==> config.mk <==
export PLATFORM = sky130hd
export DESIGN_NAME = fdcaux_top
export DESIGN_NICKNAME = d
export VERILOG_FILES = /design/src/pkg/fdcaux_pkg.sv /design/src/hdl/fdcaux_top.sv
export SDC_FILE = /design/constraint.sdc
export NUM_CORES = 1
export LEC_CHECK = 0
export ABC_AREA = 1
export BUFFER_PORTS_ARGS = -buffer_cell sky130_fd_sc_hd__buf_2
export CORE_MARGIN = 2
export CORE_UTILIZATION = 33
export DETAILED_ROUTE_END_ITERATION = 7
export SYNTH_ARGS = -nofsm -noshare
export SYNTH_HDL_FRONTEND = slang
export SYNTH_SLANG_ARGS = --single-unit
==> constraint.sdc <==
create_clock -name clock -period 10.1 [get_ports clock]
set_clock_uncertainty 0.1 [all_clocks]
set_input_delay 1.01 -clock clock [delete_from_list [all_inputs] [get_ports clock]]
set_output_delay 1.01 -clock clock [all_outputs]
set_load 0.02 [all_outputs]
==> src/pkg/fdcaux_pkg.sv <==
// constants, types and command codes shared by the auxiliary command interpreter
package fdcaux_pkg;

    ////////////////////////////////////////////////////////////////////////////////
    // timing
    localparam int CLOCK_PERIOD_NS = 50;
    localparam int STEP_UNIT_NS = 1000000;
    // least time, so round up
    localparam int STEP_UNIT_CYCLES = (STEP_UNIT_NS + CLOCK_PERIOD_NS - 1) / CLOCK_PERIOD_NS;
    localparam int STEP_SLOTS = 16;
    localparam logic [7:0] STEP_LIMIT = 8'h50;

    ////////////////////////////////////////////////////////////////////////////////
    // command bytes, compared after masking the option bits
    localparam logic [7:0] MASK_FULL = 8'hFF;
    localparam logic [7:0] MASK_D6 = 8'hBF;
    localparam logic [7:0] MASK_D7 = 8'h7F;
    localparam logic [7:0] CMD_FORMAT = 8'h0D;
    localparam logic [7:0] CMD_RECAL = 8'h07;
    localparam logic [7:0] CMD_SENSE_INT = 8'h08;
    localparam logic [7:0] CMD_SPECIFY = 8'h03;
    localparam logic [7:0] CMD_SEEK = 8'h0F;
    localparam logic [7:0] CMD_CONFIGURE = 8'h13;
    localparam logic [7:0] CMD_REL_SEEK = 8'h8F;
    localparam logic [7:0] CMD_DUMP = 8'h0E;
    localparam logic [7:0] CMD_PERP = 8'h12;
    localparam logic [7:0] CMD_LOCK = 8'h14;
    localparam logic [7:0] CMD_SENSE_DRIVE = 8'h04;

    // parameter byte counts per command
    localparam logic [2:0] NPAR_FORMAT = 3'h5;
    localparam logic [2:0] NPAR_ONE = 3'h1;
    localparam logic [2:0] NPAR_TWO = 3'h2;
    localparam logic [2:0] NPAR_CONFIGURE = 3'h3;
    localparam logic [2:0] NPAR_NONE = 3'h0;

    ////////////////////////////////////////////////////////////////////////////////
    // result values and counts
    localparam logic [7:0] STAT_INVALID = 8'h80;
    localparam logic [7:0] STAT_SEEK_END = 8'h20;
    localparam logic [7:0] STAT_RECAL_FAIL = 8'h70;
    localparam logic [3:0] RES_DEPTH = 4'hA;
    localparam logic [3:0] RES_FORMAT = 4'h7;
    localparam logic [3:0] RES_SENSE_INT = 4'h2;
    localparam logic [3:0] RES_ONE = 4'h1;

    ////////////////////////////////////////////////////////////////////////////////
    // types
    typedef enum logic [4:0] {
        S_IDLE = 5'b00001,
        S_PARAM = 5'b00010,
        S_FORMAT = 5'b00100,
        S_MOVE = 5'b01000,
        S_RESULT = 5'b10000
    } fdcaux_state_t;

    typedef struct packed {
        logic [3:0] step_rate_time;
        logic [3:0] head_unload_time;
        logic [6:0] head_load_time;
        logic non_dma_flag;
        logic implied_seek_enable;
        logic fifo_disable_flag;
        logic poll_disable;
        logic [3:0] fifo_threshold;
        logic [7:0] precomp_start_track;
        logic lock;
        logic [3:0] perp_drives;
        logic perp_gap;
        logic write_gate_perp;
    } fdcaux_cfg_t;

    localparam fdcaux_cfg_t CFG_RESET = '{
        step_rate_time: 4'h0, head_unload_time: 4'h0, head_load_time: 7'h00,
        non_dma_flag: 1'b0, implied_seek_enable: 1'b0, fifo_disable_flag: 1'b1,
        poll_disable: 1'b0, fifo_threshold: 4'h0, precomp_start_track: 8'h00,
        lock: 1'b0, perp_drives: 4'h0, perp_gap: 1'b0, write_gate_perp: 1'b0};

endpackage

==> src/hdl/fdcaux_top.sv <==
// command interpreter for the floppy controller's positioning and setup commands
//
// Overview of operation
// - recalibrate steps the chosen drive outward until track zero shows or 80 steps have been issued, then raises interrupt.
// - sense interrupt status takes no parameters and returns status byte zero then the cylinder.
// - seek moves the chosen drive's head to the new cylinder number with no data transferred.
// - register dump returns ten bytes: four cylinders, then timing, count, lock and config.
// - sense drive status answers with one byte describing the addressed drive.
module fdcaux_top #(
    parameter int STEP_UNIT_CYCLES = fdcaux_pkg::STEP_UNIT_CYCLES
) (
    input wire logic clock,
    input wire logic rst_n,
    input wire logic wr_strobe,
    input wire logic [7:0] wr_data,
    input wire logic rd_strobe,
    input wire logic track_zero,
    input wire logic write_protect,
    input wire logic drive_ready,
    input wire logic two_sided,
    output logic [7:0] rd_data,
    output logic write_ready,
    output logic result_ready,
    output logic busy,
    output logic int_pending,
    output logic [1:0] drive_sel,
    output logic head_select,
    output logic step,
    output logic step_inward,
    output fdcaux_pkg::fdcaux_cfg_t cfg
);

    ////////////////////////////////////////////////////////////////////////////////
    // reset release through two flops
    logic rst_meta_reg;
    logic rst_sync_reg;

    always_ff @(posedge clock or negedge rst_n) begin
        if (!rst_n) begin
            rst_meta_reg <= 1'b0;
            rst_sync_reg <= 1'b0;
        end else begin
            rst_meta_reg <= 1'b1;
            rst_sync_reg <= rst_meta_reg;
        end
    end

    ////////////////////////////////////////////////////////////////////////////////
    // state
    fdcaux_pkg::fdcaux_state_t state_reg, state_next;
    fdcaux_pkg::fdcaux_cfg_t cfg_reg, cfg_next;
    logic [7:0] opcode_reg, opcode_next;
    logic [7:0] par_reg [0:4];
    logic [7:0] par_next [0:4];
    logic [2:0] par_cnt_reg, par_cnt_next;
    logic [2:0] par_need_reg, par_need_next;
    logic [7:0] res_reg [0:9];
    logic [7:0] res_next [0:9];
    logic [3:0] res_cnt_reg, res_cnt_next;
    logic [3:0] res_idx_reg, res_idx_next;
    logic [7:0] present_cylinder_number_reg [0:3];
    logic [7:0] present_cylinder_number_next [0:3];
    logic [7:0] status_byte_zero_reg, status_byte_zero_next;
    logic [7:0] sectors_per_cylinder_reg, sectors_per_cylinder_next;
    logic int_reg, int_next;
    logic [1:0] sel_reg, sel_next;
    logic head_reg, head_next;
    logic [7:0] target_reg, target_next;
    logic recal_reg, recal_next;
    logic [7:0] steps_reg, steps_next;
    logic [19:0] tick_reg, tick_next;
    logic step_reg, step_next;
    logic dir_reg, dir_next;
    logic [9:0] fmt_left_reg, fmt_left_next;
    logic [7:0] rd_data_reg, rd_data_next;

    // decode helpers
    logic go;
    logic [7:0] cmd;
    logic [2:0] need;
    logic valid_cmd;
    logic [19:0] period;
    logic [7:0] cur_cyl;
    logic [8:0] rel_sum;
    logic arrive;

    // step period widens as the rate code shrinks, one unit per slot
    assign period = 20'((fdcaux_pkg::STEP_SLOTS - int'(cfg_reg.step_rate_time)) *
                        STEP_UNIT_CYCLES);
    assign cur_cyl = present_cylinder_number_reg[sel_reg];

    // parameter count of a fresh command byte; unknown bytes flag invalid
    always_comb begin
        valid_cmd = 1'b1;
        need = fdcaux_pkg::NPAR_NONE;
        if ((wr_data & fdcaux_pkg::MASK_D6) == fdcaux_pkg::CMD_FORMAT) begin
            need = fdcaux_pkg::NPAR_FORMAT;
        end else if (wr_data == fdcaux_pkg::CMD_RECAL || wr_data == fdcaux_pkg::CMD_PERP ||
                     wr_data == fdcaux_pkg::CMD_SENSE_DRIVE) begin
            need = fdcaux_pkg::NPAR_ONE;
        end else if (wr_data == fdcaux_pkg::CMD_SPECIFY || wr_data == fdcaux_pkg::CMD_SEEK ||
                     (wr_data & fdcaux_pkg::MASK_D6) == fdcaux_pkg::CMD_REL_SEEK) begin
            need = fdcaux_pkg::NPAR_TWO;
        end else if (wr_data == fdcaux_pkg::CMD_CONFIGURE) begin
            need = fdcaux_pkg::NPAR_CONFIGURE;
        end else if (!(wr_data == fdcaux_pkg::CMD_SENSE_INT || wr_data == fdcaux_pkg::CMD_DUMP ||
                       (wr_data & fdcaux_pkg::MASK_D7) == fdcaux_pkg::CMD_LOCK)) begin
            valid_cmd = 1'b0;
        end
    end

    ////////////////////////////////////////////////////////////////////////////////
    // next-state logic for the whole interpreter
    always_comb begin
        state_next = state_reg;
        cfg_next = cfg_reg;
        opcode_next = opcode_reg;
        par_next = par_reg;
        par_cnt_next = par_cnt_reg;
        par_need_next = par_need_reg;
        res_next = res_reg;
        res_cnt_next = res_cnt_reg;
        res_idx_next = res_idx_reg;
        present_cylinder_number_next = present_cylinder_number_reg;
        status_byte_zero_next = status_byte_zero_reg;
        sectors_per_cylinder_next = sectors_per_cylinder_reg;
        int_next = int_reg;
        sel_next = sel_reg;
        head_next = head_reg;
        target_next = target_reg;
        recal_next = recal_reg;
        steps_next = steps_reg;
        tick_next = tick_reg;
        step_next = 1'b0;
        dir_next = dir_reg;
        fmt_left_next = fmt_left_reg;
        go = 1'b0;
        cmd = opcode_reg;
        rel_sum = 9'h000;
        arrive = 1'b0;
        case (state_reg)
            fdcaux_pkg::S_IDLE: begin
                if (wr_strobe) begin
                    opcode_next = wr_data;
                    par_cnt_next = 3'h0;
                    par_need_next = need;
                    res_idx_next = 4'h0;
                    if (!valid_cmd) begin
                        res_next[0] = fdcaux_pkg::STAT_INVALID;
                        res_cnt_next = fdcaux_pkg::RES_ONE;
                        state_next = fdcaux_pkg::S_RESULT;
                    end else if (need == fdcaux_pkg::NPAR_NONE) begin
                        go = 1'b1;
                        cmd = wr_data;
                    end else begin
                        state_next = fdcaux_pkg::S_PARAM;
                    end
                end
            end
            fdcaux_pkg::S_PARAM: begin
                if (wr_strobe) begin
                    par_next[par_cnt_reg] = wr_data;
                    par_cnt_next = par_cnt_reg + 3'h1;
                    if (par_cnt_reg + 3'h1 == par_need_reg) begin
                        go = 1'b1;
                    end
                end
            end
            fdcaux_pkg::S_FORMAT: begin
                // identity bytes are counted only; no track image is built here
                if (wr_strobe) begin
                    fmt_left_next = fmt_left_reg - 10'h001;
                    if (fmt_left_reg == 10'h001) begin
                        state_next = fdcaux_pkg::S_RESULT;
                    end
                end
            end
            fdcaux_pkg::S_MOVE: begin
                // one decision per step period, so the rate setting paces motion
                if (tick_reg + 20'h00001 >= period) begin
                    tick_next = 20'h00000;
                    arrive = recal_reg ? track_zero : (cur_cyl == target_reg);
                    if (arrive) begin
                        if (recal_reg) begin
                            present_cylinder_number_next[sel_reg] = 8'h00;
                        end
                        status_byte_zero_next = fdcaux_pkg::STAT_SEEK_END |
                            {5'h00, head_reg, sel_reg};
                        int_next = 1'b1;
                        state_next = fdcaux_pkg::S_IDLE;
                    end else if (recal_reg && steps_reg == fdcaux_pkg::STEP_LIMIT) begin
                        // a drive that never shows track zero must not hang the block
                        status_byte_zero_next = fdcaux_pkg::STAT_RECAL_FAIL | {6'h00, sel_reg};
                        int_next = 1'b1;
                        state_next = fdcaux_pkg::S_IDLE;
                    end else begin
                        step_next = 1'b1;
                        steps_next = steps_reg + 8'h01;
                        present_cylinder_number_next[sel_reg] = dir_reg ? cur_cyl + 8'h01 :
                                                                          cur_cyl - 8'h01;
                    end
                end else begin
                    tick_next = tick_reg + 20'h00001;
                end
            end
            fdcaux_pkg::S_RESULT: begin
                if (rd_strobe) begin
                    res_idx_next = res_idx_reg + 4'h1;
                    if (res_idx_reg + 4'h1 == res_cnt_reg) begin
                        res_idx_next = 4'h0;
                        state_next = fdcaux_pkg::S_IDLE;
                    end
                end
            end
            default: begin
                state_next = fdcaux_pkg::S_IDLE;
            end
        endcase

        ////////////////////////////////////////////////////////////////////////////
        // execution once the last parameter byte is in, or on the opening byte of a command with no parameters
        if (go) begin
            state_next = fdcaux_pkg::S_IDLE;
            if ((cmd & fdcaux_pkg::MASK_D6) == fdcaux_pkg::CMD_FORMAT) begin
                sel_next = par_next[0][1:0];
                head_next = par_next[0][2];
                sectors_per_cylinder_next = par_next[2];
                fmt_left_next = {par_next[2], 2'b00};
                res_next[0] = {5'h00, par_next[0][2:0]};
                for (int i = 1; i < 7; i++) begin
                    res_next[i] = 8'h00;
                end
                res_cnt_next = fdcaux_pkg::RES_FORMAT;
                state_next = (par_next[2] == 8'h00) ? fdcaux_pkg::S_RESULT :
                                                     fdcaux_pkg::S_FORMAT;
            end else if (cmd == fdcaux_pkg::CMD_RECAL) begin
                sel_next = par_next[0][1:0];
                head_next = 1'b0;
                recal_next = 1'b1;
                dir_next = 1'b0;
                steps_next = 8'h00;
                tick_next = 20'h00000;
                state_next = fdcaux_pkg::S_MOVE;
            end else if (cmd == fdcaux_pkg::CMD_SEEK ||
                         (cmd & fdcaux_pkg::MASK_D6) == fdcaux_pkg::CMD_REL_SEEK) begin
                sel_next = par_next[0][1:0];
                head_next = par_next[0][2];
                recal_next = 1'b0;
                steps_next = 8'h00;
                tick_next = 20'h00000;
                target_next = par_next[1];
                if (cmd[7]) begin
                    // relative moves clamp at the ends of the cylinder range
                    rel_sum = {1'b0, present_cylinder_number_reg[par_next[0][1:0]]};
                    if (cmd[6]) begin
                        rel_sum = rel_sum + {1'b0, par_next[1]};
                        target_next = rel_sum[8] ? 8'hFF : rel_sum[7:0];
                    end else begin
                        target_next = (par_next[1] > rel_sum[7:0]) ? 8'h00 :
                                      rel_sum[7:0] - par_next[1];
                    end
                end
                // direction fixed before the first pulse so it never changes with step high
                dir_next = target_next > present_cylinder_number_reg[par_next[0][1:0]];
                state_next = fdcaux_pkg::S_MOVE;
            end else if (cmd == fdcaux_pkg::CMD_SENSE_INT) begin
                res_next[0] = int_reg ? status_byte_zero_reg : fdcaux_pkg::STAT_INVALID;
                res_next[1] = present_cylinder_number_reg[status_byte_zero_reg[1:0]];
                res_cnt_next = fdcaux_pkg::RES_SENSE_INT;
                int_next = 1'b0;
                state_next = fdcaux_pkg::S_RESULT;
            end else if (cmd == fdcaux_pkg::CMD_SPECIFY) begin
                cfg_next.step_rate_time = par_next[0][7:4];
                cfg_next.head_unload_time = par_next[0][3:0];
                cfg_next.head_load_time = par_next[1][7:1];
                cfg_next.non_dma_flag = par_next[1][0];
            end else if (cmd == fdcaux_pkg::CMD_CONFIGURE) begin
                cfg_next.implied_seek_enable = par_next[1][6];
                cfg_next.fifo_disable_flag = par_next[1][5];
                cfg_next.poll_disable = par_next[1][4];
                cfg_next.fifo_threshold = par_next[1][3:0];
                cfg_next.precomp_start_track = par_next[2];
            end else if (cmd == fdcaux_pkg::CMD_DUMP) begin
                for (int d = 0; d < 4; d++) begin
                    res_next[d] = present_cylinder_number_reg[d];
                end
                res_next[4] = {cfg_reg.step_rate_time, cfg_reg.head_unload_time};
                res_next[5] = {cfg_reg.head_load_time, cfg_reg.non_dma_flag};
                res_next[6] = sectors_per_cylinder_reg;
                res_next[7] = {cfg_reg.lock, 1'b0, cfg_reg.perp_drives, cfg_reg.perp_gap,
                               cfg_reg.write_gate_perp};
                res_next[8] = {1'b0, cfg_reg.implied_seek_enable, cfg_reg.fifo_disable_flag,
                               cfg_reg.poll_disable, cfg_reg.fifo_threshold};
                res_next[9] = cfg_reg.precomp_start_track;
                res_cnt_next = fdcaux_pkg::RES_DEPTH;
                state_next = fdcaux_pkg::S_RESULT;
            end else if (cmd == fdcaux_pkg::CMD_PERP) begin
                if (par_next[0][7]) begin
                    cfg_next.perp_drives = par_next[0][5:2];
                end
                cfg_next.perp_gap = par_next[0][1];
                cfg_next.write_gate_perp = par_next[0][0];
            end else if ((cmd & fdcaux_pkg::MASK_D7) == fdcaux_pkg::CMD_LOCK) begin
                cfg_next.lock = cmd[7];
                res_next[0] = {3'h0, cmd[7], 4'h0};
                res_cnt_next = fdcaux_pkg::RES_ONE;
                state_next = fdcaux_pkg::S_RESULT;
            end else begin
                // sense drive status reads the live drive lines
                sel_next = par_next[0][1:0];
                head_next = par_next[0][2];
                res_next[0] = {1'b0, write_protect, drive_ready, track_zero, two_sided,
                               par_next[0][2:0]};
                res_cnt_next = fdcaux_pkg::RES_ONE;
                state_next = fdcaux_pkg::S_RESULT;
            end
        end
        // the read port always shows the byte the next read strobe would take
        rd_data_next = res_next[res_idx_next];
    end

    ////////////////////////////////////////////////////////////////////////////////
    // registers
    always_ff @(posedge clock or negedge rst_sync_reg) begin
        if (!rst_sync_reg) begin
            state_reg <= fdcaux_pkg::S_IDLE;
            cfg_reg <= fdcaux_pkg::CFG_RESET;
            opcode_reg <= 8'h00;
            par_reg <= '{default: 8'h00};
            par_cnt_reg <= 3'h0;
            par_need_reg <= 3'h0;
            res_reg <= '{default: 8'h00};
            res_cnt_reg <= 4'h0;
            res_idx_reg <= 4'h0;
            present_cylinder_number_reg <= '{default: 8'h00};
            status_byte_zero_reg <= 8'h00;
            sectors_per_cylinder_reg <= 8'h00;
            int_reg <= 1'b0;
            sel_reg <= 2'h0;
            head_reg <= 1'b0;
            target_reg <= 8'h00;
            recal_reg <= 1'b0;
            steps_reg <= 8'h00;
            tick_reg <= 20'h00000;
            step_reg <= 1'b0;
            dir_reg <= 1'b0;
            fmt_left_reg <= 10'h000;
            rd_data_reg <= 8'h00;
        end else begin
            state_reg <= state_next;
            cfg_reg <= cfg_next;
            opcode_reg <= opcode_next;
            par_reg <= par_next;
            par_cnt_reg <= par_cnt_next;
            par_need_reg <= par_need_next;
            res_reg <= res_next;
            res_cnt_reg <= res_cnt_next;
            res_idx_reg <= res_idx_next;
            present_cylinder_number_reg <= present_cylinder_number_next;
            status_byte_zero_reg <= status_byte_zero_next;
            sectors_per_cylinder_reg <= sectors_per_cylinder_next;
            int_reg <= int_next;
            sel_reg <= sel_next;
            head_reg <= head_next;
            target_reg <= target_next;
            recal_reg <= recal_next;
            steps_reg <= steps_next;
            tick_reg <= tick_next;
            step_reg <= step_next;
            dir_reg <= dir_next;
            fmt_left_reg <= fmt_left_next;
            rd_data_reg <= rd_data_next;
        end
    end

    // outputs straight from flops, except write_ready, result_ready and busy, which are decoded from state_reg
    assign rd_data = rd_data_reg;
    assign write_ready = (state_reg == fdcaux_pkg::S_IDLE) || (state_reg == fdcaux_pkg::S_PARAM) ||
                         (state_reg == fdcaux_pkg::S_FORMAT);
    assign result_ready = (state_reg == fdcaux_pkg::S_RESULT);
    assign busy = (state_reg != fdcaux_pkg::S_IDLE);
    assign int_pending = int_reg;
    assign drive_sel = sel_reg;
    assign head_select = head_reg;
    assign step = step_reg;
    assign step_inward = dir_reg;
    assign cfg = cfg_reg;

endmodule

After elaboration in Yosys (flattened, before gate mapping)
Index checks and enable logic that the tools add are counted.
{ "op_classes": {"add_sub_neg": 10, "n_mul": 1, "order_cmp": 10, "n_eq_ne": 51, "mux": 164, "bitwise": 15, "n_reduce_logical": 32} }
{ "ops": {"columns": ["op", "n"], "rows": [
  ["80-bit two-way mux", 5],
  ["8-bit two-way mux", 39],
  ["20-bit two-way mux", 6],
  ["5-bit two-way mux", 20],
  ["32-bit two-way mux", 3],
  ["40-bit two-way mux", 2],
  ["72-bit two-way mux", 1],
  ["64-bit two-way mux", 1],
  ["4-bit two-way mux", 15],
  ["56-bit two-way mux", 1],
  ["8-bit binary-select mux with 2-bit select", 3],
  ["8-bit by 4-bit == test with 1-bit output (second input constant)", 6],
  ["40-bit bitwise mux", 1],
  ["10-bit two-way mux", 4],
  ["1-bit two-way mux", 37],
  ["32-bit AND", 1],
  ["8-bit binary-select mux with 4-bit select", 1],
  ["32-bit bitwise mux", 1],
  ["8-bit by 5-bit == test with 1-bit output (second input constant)", 4],
  ["4-bit inequality test (second input constant)", 8],
  ["32-bit NOT", 1],
  ["5-bit case mux with 5 select lines", 1],
  ["8-bit demux with 3-bit select", 1],
  ["8-bit by 3-bit == test with 1-bit output (second input constant)", 3],
  ["other kinds (61)", 118]
]} }
{ "totals": {"ff_bits": 296, "inputBits": 16, "out_inout_bits": 55, "word_cells": 336} }

Depth between registers and ports, before layout
Gate-level depths: netlist (run 1).
{ "depth": {"word_depth": 25, "ltp_mapped": 39, "ltp_nobuf": 37} }

Worst setup path after synthesis (run 1)
No wires, ideal clock.
{ "synth_path": {"path_type": "in2reg", "startpoint": "input wr_strobe", "endpoint": "register dir_reg (netlist: step_inward)", "setup_time_ns": 0.134, "arrival_ns": 5.288, "required_time_ns": 9.866, "slack_ns": 4.578, "stages": 31, "path_buffers": 2, "cell_sequence": "inv_1 nor2_1 nand2_1 nor2_1 buf_2 nand2_1 o21ai_1 inv_1 clkbuf_1 nor2_1 inv_1 a32oi_1 inv_1 fa_1 a21oi_1 o21bai_1 a21oi_1 o21bai_1 nand2_1 nand2_1 a21oi_1 inv_1 a31oi_1 o22ai_1 ha_1 nand2_1 nor2_1 a211oi_1 nand2_1 o2111ai_1 o21ai_0"} }
{ "synth_lines": {"columns": ["element", "line_no", "source"], "rows": [
  ["start, declared", "fdcaux_top.sv:14", "input wire logic wr_strobe,"],
  ["end signal, assigned", "fdcaux_top.sv:370", "dir_reg <= dir_next;"],
  ["end, declared", "fdcaux_top.sv:73", "logic dir_reg, dir_next;"]
]} }

Final worst setup path (run 1)
{ "layout_path": {"startpoint": "register state_reg[3]", "endpoint": "register dir_reg (netlist: step_inward)"} }
{ "layout_between": {"elab_chain_cells": 17, "word_cells_on_any_way": 31, "cone_classes": "add/sub: 2; order compare: 2; eq/ne: 6; mux: 16; bitwise: 2; reduce/logical: 3"} }
{ "layout_rtl": {"columns": ["element", "line_no", "source"], "rows": [
  ["start, declared", "fdcaux_top.sv:50", "fdcaux_pkg::fdcaux_state_t state_reg, state_next;"],
  ["start signal, assigned", "fdcaux_top.sv:326", "state_reg <= fdcaux_pkg::S_IDLE;"],
  ["start signal, assigned", "fdcaux_top.sv:350", "state_reg <= state_next;"],
  ["5-bit by 2-bit == test with 1-bit output", "fdcaux_top.sv:141", "case (state_reg)"],
  ["40-bit two-way mux", "fdcaux_top.sv:141", null],
  ["2-bit NOT with 3-bit output (implied by the code)", "fdcaux_top.sv:254, fdcaux_top.sv:264", null],
  ["8-bit binary-select mux with 2-bit select", "fdcaux_top.sv:254, fdcaux_top.sv:264", null],
  ["8-bit two-way mux (implied by the code) (2 in a row)", "fdcaux_top.sv:254, fdcaux_top.sv:264", null],
  ["8-bit subtractor, or another cell as far along", "fdcaux_top.sv:260", "rel_sum[7:0] - par_next[1];"],
  ["8-bit two-way mux (on tied branches)", "fdcaux_top.sv:259, fdcaux_top.sv:257", null],
  ["8-bit two-way mux", "fdcaux_top.sv:255", "if (cmd[6]) begin"],
  ["8-bit two-way mux", "fdcaux_top.sv:252", "if (cmd[7]) begin"],
  ["8-bit two-way mux", "fdcaux_top.sv:244", "end else if (cmd == fdcaux_pkg::CMD_SEEK ||"],
  ["8-bit two-way mux", "fdcaux_top.sv:236", "end else if (cmd == fdcaux_pkg::CMD_RECAL) begin"],
  ["8-bit two-way mux", "fdcaux_top.sv:224", "if ((cmd & fdcaux_pkg::MASK_D6) == fdcaux_pkg::CMD_FORMAT) begin"],
  ["8-bit two-way mux", "fdcaux_top.sv:222", "if (go) begin"],
  ["8-bit > comparator", "fdcaux_top.sv:264", "dir_next = target_next > present_cylinder_number_reg[par_next[0][1:0]];"],
  ["1-bit two-way mux", "fdcaux_top.sv:244", null],
  ["1-bit two-way mux", "fdcaux_top.sv:236", null]
]} }
Several ways; a longest one is shown, not always the timed one. The select of a mux whose other input is x is not followed.
A chain may end at the register's enable or synchronous reset.

==> results.ini, run 1 <==
[sta]
timing.final.hold_violations = 0
period_minus_slack_ps = 6750
totalNegativeSetupSlack_ps = 0
total_count_of_max_transition_violations_in_the_final_report = 0
upper_clock_frequency_limit_mhz = 148
final_min_period_over_clock_period_pct = 66.9
setup_violations = 0
tightest_slew_ps = 1230
setup_repair_after_global_routing_missed_its_margin = no
worst_max_slew_margin_expressed_relative_to_the_limit_pct = 17.7

[setup_path]
cp_max_fo = 27
slowest_delay_ps = 490
setup.worst_path.end_class = flop
start_kind = flop
timing.critical_path.slowest_stage_cell = sky130_fd_sc_hd__fa_1
timing.critical_path.required_ps = 10380
regToRegStartpoint = state_reg[3]
worstSetupStartpoint = state_reg[3]
critPathKind = flop to flop
crit_buf_inv = 6
cp_data_arrival_time_ps = 7030
critPathTopFamily = compound AO/OA/AOI/OAI gates

[synth]
post_synthesis_net_count = 2332
post_synth_xor_area_fraction_pct = 2.81
synth_compound_area_share_pct = 14.3
synth_top_family_by_area = simple AND/OR/NAND/NOR gates
post_synth_mux_area_share_pct = 0.499
synth-warning-count = 0
ys_dominant_reg_cell = sky130_fd_sc_hd__dfrtp_1
synthSimpleGateAreaFrac_pct = 26.0
synth_enable_flop_cells = 0
post_synth.cell_area_avg_sq_um = 7.51
post_synth_inst_count = 2236
synth_sequential_area_ratio_pct = 41.3
yosys_register_bits = 277
netlist-cell-type-count = 59
post_synthesis_adder_cell_area_fraction_pct = 6.14
async_reset_ff_share_pct = 100
syn_std_cell_area_sq_um = 16800

[final_layout]
summed_area_of_non_filler_cells_in_the_final_layout_sq_um = 19000
largest_reg_flops = 80
final_net_count = 2378
num_antenna_cells = 0
post_route_cells_drive_above_1_share_pct = 9.32
fin_cells = 2979
final_core_utilization_pct = 38.0
area_growth_syn_to_layout_pct = 13.3

[drt]
ant_nets = 0
dr.first_iter.drc_count = 1487
drc = 0
routed_wirelength_mm = 54.2
dr.pass1.iters = 6
viasPerCell = 5.16
route.vias.total = 15400
final_routed_wire_length_divided_by_cell_count_um = 18.2

[power_and_ir_drop]
finalPower_uw = 4270
power.net_switching_uw = 1660
p_sw_share_pct = 38.8
pwr-share-comb_pct = 35.7
power.internal_uw = 2620
seq_power_share_pct = 31.5
power.share.clock_pct = 32.8
power_per_cell_area_nw_per_um2 = 224
static-leakage-power_uw = 0.0100
vdd.ir_drop.worst_uv = 126

[clocking]
tritoncts_num_sinks = 277
cts-root-to-sink-buffers = 3
cts.repair.resized = 0
tritoncts = done
postCtsHoldBufs = 0
cts_setup_buffers = 0
worst_setup_hold_path_clk_slew_ps = 60
htreeDepth = 2
clock_latency_ps = 540
cts_inserted_buffers = 34
cts_root_buf = sky130_fd_sc_hd__clkbuf_16

[die]
core-area_sq_um = 50200
floorplan.initialDensity_pct = 33.5
die-width_um = 230
rows = 82
die_area_sq_um = 52700
die_h_um = 230
ios = 71

[place]
replace_congestion = 0.943
postPlaceCellArea_sq_um = 17800
port_buffers = 70
dp.final_hpwl_mm = 39.7
dp.cells = 2918

[global_route]
grt_pass1_vias = 14900
globalRoute.totalOverflow = 0
grt_start_max_net_pins = 128
grt_first_pass_wirelength_mm = 86.1
grt_antenna_before_repair = 3
globalRouteTotalUtil_pct = 20.7

[min_path]
hold_class = input port to asynchronous set/reset pin

[flow_run]
cap_violations = 0

[outcome]
outcome = completed

-- cell usage after synthesis, types with 3 or more instances --
library cell               number  share of area (%)
sky130_fd_sc_hd__ha_1          76                5.7
sky130_fd_sc_hd__inv_2         14               0.31
sky130_fd_sc_hd__o21ai_0      173                5.2
sky130_fd_sc_hd__xor2_1        34                1.8
sky130_fd_sc_hd__buf_2         24               0.71
sky130_fd_sc_hd__nor4_1         9               0.34
sky130_fd_sc_hd__inv_1        293                6.5
sky130_fd_sc_hd__o21bai_1       8               0.36
sky130_fd_sc_hd__nand3_2        3               0.18
sky130_fd_sc_hd__nand4_1       22               0.82
sky130_fd_sc_hd__a211oi_1       4               0.18
sky130_fd_sc_hd__or2_2         13               0.48
sky130_fd_sc_hd__nor2_2        13               0.48
sky130_fd_sc_hd__clkbuf_1      36               0.80
sky130_fd_sc_hd__a21oi_1       98                2.9
sky130_fd_sc_hd__buf_4          7               0.31
sky130_fd_sc_hd__a32oi_1        8               0.42
sky130_fd_sc_hd__dfrtp_1      275                 41
sky130_fd_sc_hd__mux2i_1        5               0.30
sky130_fd_sc_hd__nand2_4        4               0.27
sky130_fd_sc_hd__o31ai_1        3               0.13
sky130_fd_sc_hd__nor3_1        26               0.77
sky130_fd_sc_hd__mux2_2         3               0.20
sky130_fd_sc_hd__nand2_1      603                 13
sky130_fd_sc_hd__o22ai_1       30                1.1
sky130_fd_sc_hd__nor2_1       145                3.2
sky130_fd_sc_hd__or2_1          3               0.11
sky130_fd_sc_hd__a22oi_1       12               0.54
sky130_fd_sc_hd__o211ai_1      45                2.0
sky130_fd_sc_hd__o21ai_1       18               0.54
sky130_fd_sc_hd__nand3_1      155                4.6
sky130_fd_sc_hd__buf_6          3               0.20
sky130_fd_sc_hd__a31oi_1        3               0.11
sky130_fd_sc_hd__nand2_2        8               0.30
sky130_fd_sc_hd__fa_1           4               0.48
sky130_fd_sc_hd__clkinv_1       4              0.089
sky130_fd_sc_hd__xnor2_1       20                1.0
sky130_fd_sc_hd__o21a_1         5               0.22
-- area by class of cell --
cell class | count | area, sq um
Multi-Input combinational cell | 1576 | 8360
Sequential cell | 277 | 6940
Timing Repair Buffer | 82 | 453
Fill cell | 5156 | 31100
Clock buffer | 39 | 921
Inverter | 311 | 1170
Clock inverter | 22 | 359
Tap cell | 672 | 841
-- power groups by stage --
| stage | clock, uW | combinational [uW] | sequential, uW |
|---|---|---|---|
| after floorplan | 0 | 1080 | 1350 |
| after global placement | 0 | 1480 | 1360 |
| after detailed placement | 0 | 1500 | 1360 |
| after CTS | 1430 | 1510 | 1340 |
| after global routing | 1470 | 1730 | 1360 |
| final | 1400 | 1520 | 1340 |
-- worst register-to-register path: cells and delay by family, from the launching register on --
kind | cells | cell delay (ps)
compound gates | 11 | 2390
fa+ha+maj | 2 | 810
buf+inv | 6 | 990
flops | 1 | 380
simple gates | 12 | 1940
-- cells in the final DEF (no fill, tap or decap), types with 9 or more instances in the layout --
cell                        instances
sky130_fd_sc_hd__nor2_2            12
sky130_fd_sc_hd__xnor2_1           20
sky130_fd_sc_hd__inv_2             14
sky130_fd_sc_hd__clkbuf_16         35
sky130_fd_sc_hd__buf_2             70
sky130_fd_sc_hd__nor4_1             9
sky130_fd_sc_hd__nor3_1            26
sky130_fd_sc_hd__nand4_1           22
sky130_fd_sc_hd__bufinv_16          9
sky130_fd_sc_hd__or2_2             13
sky130_fd_sc_hd__ha_1              76
sky130_fd_sc_hd__buf_4             11
sky130_fd_sc_hd__o22ai_1           30
sky130_fd_sc_hd__o21ai_1           16
sky130_fd_sc_hd__o211ai_1          45
sky130_fd_sc_hd__o21ai_0          173
sky130_fd_sc_hd__nand3_1          155
sky130_fd_sc_hd__nor2_1           145
sky130_fd_sc_hd__dfrtp_1          274
sky130_fd_sc_hd__nand2_1          603
sky130_fd_sc_hd__inv_1            293
sky130_fd_sc_hd__a21oi_1           98
sky130_fd_sc_hd__a22oi_1           12
sky130_fd_sc_hd__xor2_1            34
-- layer usage --
metal / vias up / global-route usage [%] / wire length (um)
met2: 508 / 31.7 / 23900
met3: 88 / 3.52 / 3740
met4: 4 / 5.68 / 1430
met5: - / 0 / 27
met1: 7411 / 29.9 / 25100
li1: 7369 / - / -
-- metrics by stage --
step	hold WS [ps]	worst slack, ps
after floorplan	231	1710
after global placement	237	3210
after detailed placement	238	2980
after CTS	120	3450
after global routing	139	2420
final	145	3350
-- cells by family after synthesis --
| logic type | Yosys count |
|---|---|
| other | 1 |
| and+or+nand+nor | 1016 |
| adders and majority gates | 80 |
| AOI/OAI and AO/OA | 417 |
| muxes | 8 |
| xor gates and xnor gates | 54 |
| buffers and inverters | 383 |
| DFF | 277 |
-- final timing paths --
path	end	slack (ps)	depth (start not counted)
max	step_inward	3350	31
min	rst_sync_reg	140	1
max reg2reg	step_inward	3350	31
min reg2reg	rst_sync_reg	250	0
max in group asynchronous	res_reg[0]	7330	2
min in group clock	rst_sync_reg	250	0
Power figures use the tool's default switching activity.
==> run 2: changes to the inputs <==
clock period = 6.9 ns   (was 10.1 ns; I/O delays follow)
==> results.ini, run 2 (same netlist as run 1, synthesis figures left out) <==
[clocking]
tritoncts_num_sinks = 277  ; unchanged
clock_latency_ps = 540  ; about the same
tritoncts = done  ; unchanged
worst_setup_hold_path_clk_slew_ps = 60  ; about the same
cts-root-to-sink-buffers = 3  ; unchanged
cts_inserted_buffers = 35  ; was 34
cts_root_buf = sky130_fd_sc_hd__clkbuf_16  ; unchanged
htreeDepth = 2  ; unchanged

[setup_path]
setup.worst_path.end_class = flop  ; unchanged
start_kind = flop  ; unchanged
cp_max_fo = 12  ; was 27
critPathKind = flop to flop  ; unchanged
slowest_delay_ps = 550  ; was 490 ps
worst_r2r_endpoint = present_cylinder_number_reg[4]  ; was step_inward
worstSetupStartpoint = cfg[34]  ; was state_reg[3]
timing.critical_path.required_ps = 7180  ; was 10380 ps
end_point_of_the_critical_path = present_cylinder_number_reg[4]  ; was step_inward
cp_data_arrival_time_ps = 6520  ; was 7030 ps
timing.reg2reg.setup_slack_ps = 650  ; was 3350 ps
critPathMostFrequentCell = sky130_fd_sc_hd__nand2_1
timing.critical_path.slowest_stage_cell = sky130_fd_sc_hd__dfrtp_2  ; was sky130_fd_sc_hd__fa_1
regToRegStartpoint = cfg[34]  ; was state_reg[3]
ff2ff_path_depth = 30  ; was 31

[final_layout]
fillCellCount = 5272  ; was 5156
final_cell_mix = sky130_fd_sc_hd__nand2_1, sky130_fd_sc_hd__inv_1, sky130_fd_sc_hd__dfrtp_1  ; unchanged
area_growth_syn_to_layout_pct = 13.3  ; about the same
layout_commonest_cell = sky130_fd_sc_hd__nand2_1  ; unchanged
largest_reg_flops = 80  ; unchanged
final_net_count = 2385  ; was 2378
post_route_cells_drive_above_1_share_pct = 9.55  ; was 9.32%

[sta]
setup_violations = 0  ; unchanged
upper_clock_frequency_limit_mhz = 160  ; was 148 MHz
worst_max_slew_margin_expressed_relative_to_the_limit_pct = 28.0  ; was 17.7%
tightest_slew_ps = 1070  ; was 1230 ps
period_minus_slack_ps = 6250  ; was 6750 ps
setup_repair_after_global_routing_missed_its_margin = no  ; unchanged
final_min_period_over_clock_period_pct = 90.5  ; was 66.9%
totalNegativeSetupSlack_ps = 0  ; unchanged
timing.final.hold_violations = 0  ; unchanged
total_count_of_max_transition_violations_in_the_final_report = 0  ; unchanged

[global_route]
grt_pass1_vias = 15000  ; was 14900
grt_antenna_before_repair = 5  ; was 3
grt_first_pass_wirelength_mm = 86.6  ; was 86.1 mm
globalRouteTotalUtil_pct = 20.8  ; was 20.7%
globalRoute.totalOverflow = 0  ; unchanged
grt_start_max_net_pins = 151  ; was 128

[outcome]
outcome = completed  ; unchanged

[flow_run]
cap_violations = 0  ; unchanged

[die]
die_h_um = 230  ; unchanged
ios = 71  ; unchanged
rows = 82  ; unchanged
floorplan.initialDensity_pct = 33.5  ; unchanged
die-width_um = 230  ; unchanged
die_area_sq_um = 52700  ; unchanged
core-area_sq_um = 50200  ; unchanged

[place]
replace_congestion = 0.933  ; was 0.943
port_buffers = 70  ; unchanged
dp.final_hpwl_mm = 40.0  ; was 39.7 mm

[power_and_ir_drop]
vdd.ir_drop.worst_uv = 147  ; was 126 uV
power_per_cell_area_nw_per_um2 = 324  ; was 224 nW/um^2
finalPower_uw = 6160  ; was 4270 uW
static-leakage-power_uw = 0.0100  ; about the same

[min_path]
hold_class = flop to flop  ; was input port to asynchronous set/reset pin

[drt]
routed_wirelength_mm = 55.0  ; was 54.2 mm
final_routed_wire_length_divided_by_cell_count_um = 18.4  ; was 18.2 um
dr.first_iter.drc_count = 1546  ; was 1487
drc = 0  ; unchanged
ant_nets = 0  ; unchanged
viasPerCell = 5.15  ; was 5.16
dr.pass1.iters = 5  ; was 6
route.vias.total = 15400  ; about the same

## run 2: worst min path at each step
stage / startpoint / to / slack, ps / cells past startpoint
finish: rst_meta_reg / rst_sync_reg / 240 / 0
global route: rst_meta_reg / rst_sync_reg / 250 / 0
CTS: rst_meta_reg / rst_sync_reg / 250 / 0
detailed placement: rst_meta_reg / rst_sync_reg / 240 / 0
global placement: rst_meta_reg / rst_sync_reg / 240 / 0
floorplan: rst_meta_reg / rst_sync_reg / 230 / 0
## run 2: worst max-delay path: cells and delay by family, from the launching register on
| kind | cells | cell delay [ps] |
|---|---|---|
| buffers and inverters | 6 | 750 |
| AOI/OAI and AO/OA | 7 | 1340 |
| adders and majority gates | 6 | 1840 |
| xor gates and xnor gates | 1 | 380 |
| and+or+nand+nor | 10 | 1130 |
| DFF | 1 | 550 |
## run 2: timing repair
item | 4_1_cts | 5_1_grt
endpoints found under the hold margin | 2 | 0
hold buffers | 1 | 0
setup buffers | 0 | 0
gates resized for setup | 0 | 5
endpoints found under the setup margin | 0 | 28
## run 2: cell type report
type | count | area, sq um | share of cell area, %
inverters | 311 | 1170 | 6.13
well taps | 672 | 841 | 4.42
clock buffers | 45 | 975 | 5.12
flip-flops and latches | 277 | 6940 | 36.5
repair buffers | 88 | 500 | 2.63
multi-input cells | 1576 | 8380 | 44.0
clock inverters | 17 | 235 | 1.24
diodes | 1 | 2.50 | 0.0131
## run 2: where the power goes
| group | switching [uW] | internal, uW | leakage (uW) | total [uW] |
|---|---|---|---|---|
| clock network | 766 | 1190 | 0.000584 | 1960 |
| registers | 165 | 1800 | 0.00369 | 1970 |
| logic | 1520 | 723 | 0.00573 | 2240 |
## run 2: through the flow
step                      setup slack [ps]  hold slack [ps]  util [%]  cells  instance area, sq um
after floorplan                       1450              231         -   2236                 16800
after global placement                 477              236      35.5   2923                 17800
after detailed placement               248              243      35.5   2923                 17800
after CTS                              501              250      37.9   2986                 19000
after global routing                  73.4              255      37.9   2986                 19000
final                                  654              245      37.9   2987                 19000
## run 2: layer usage
layer	GRT usage, %	part of all wire, %	up-vias
met5	0	0	-
met4	5.34	2.0	0
met3	2.60	6.4	73
met2	32.2	45	502
met1	30.6	47	7418
li1	-	-	7397
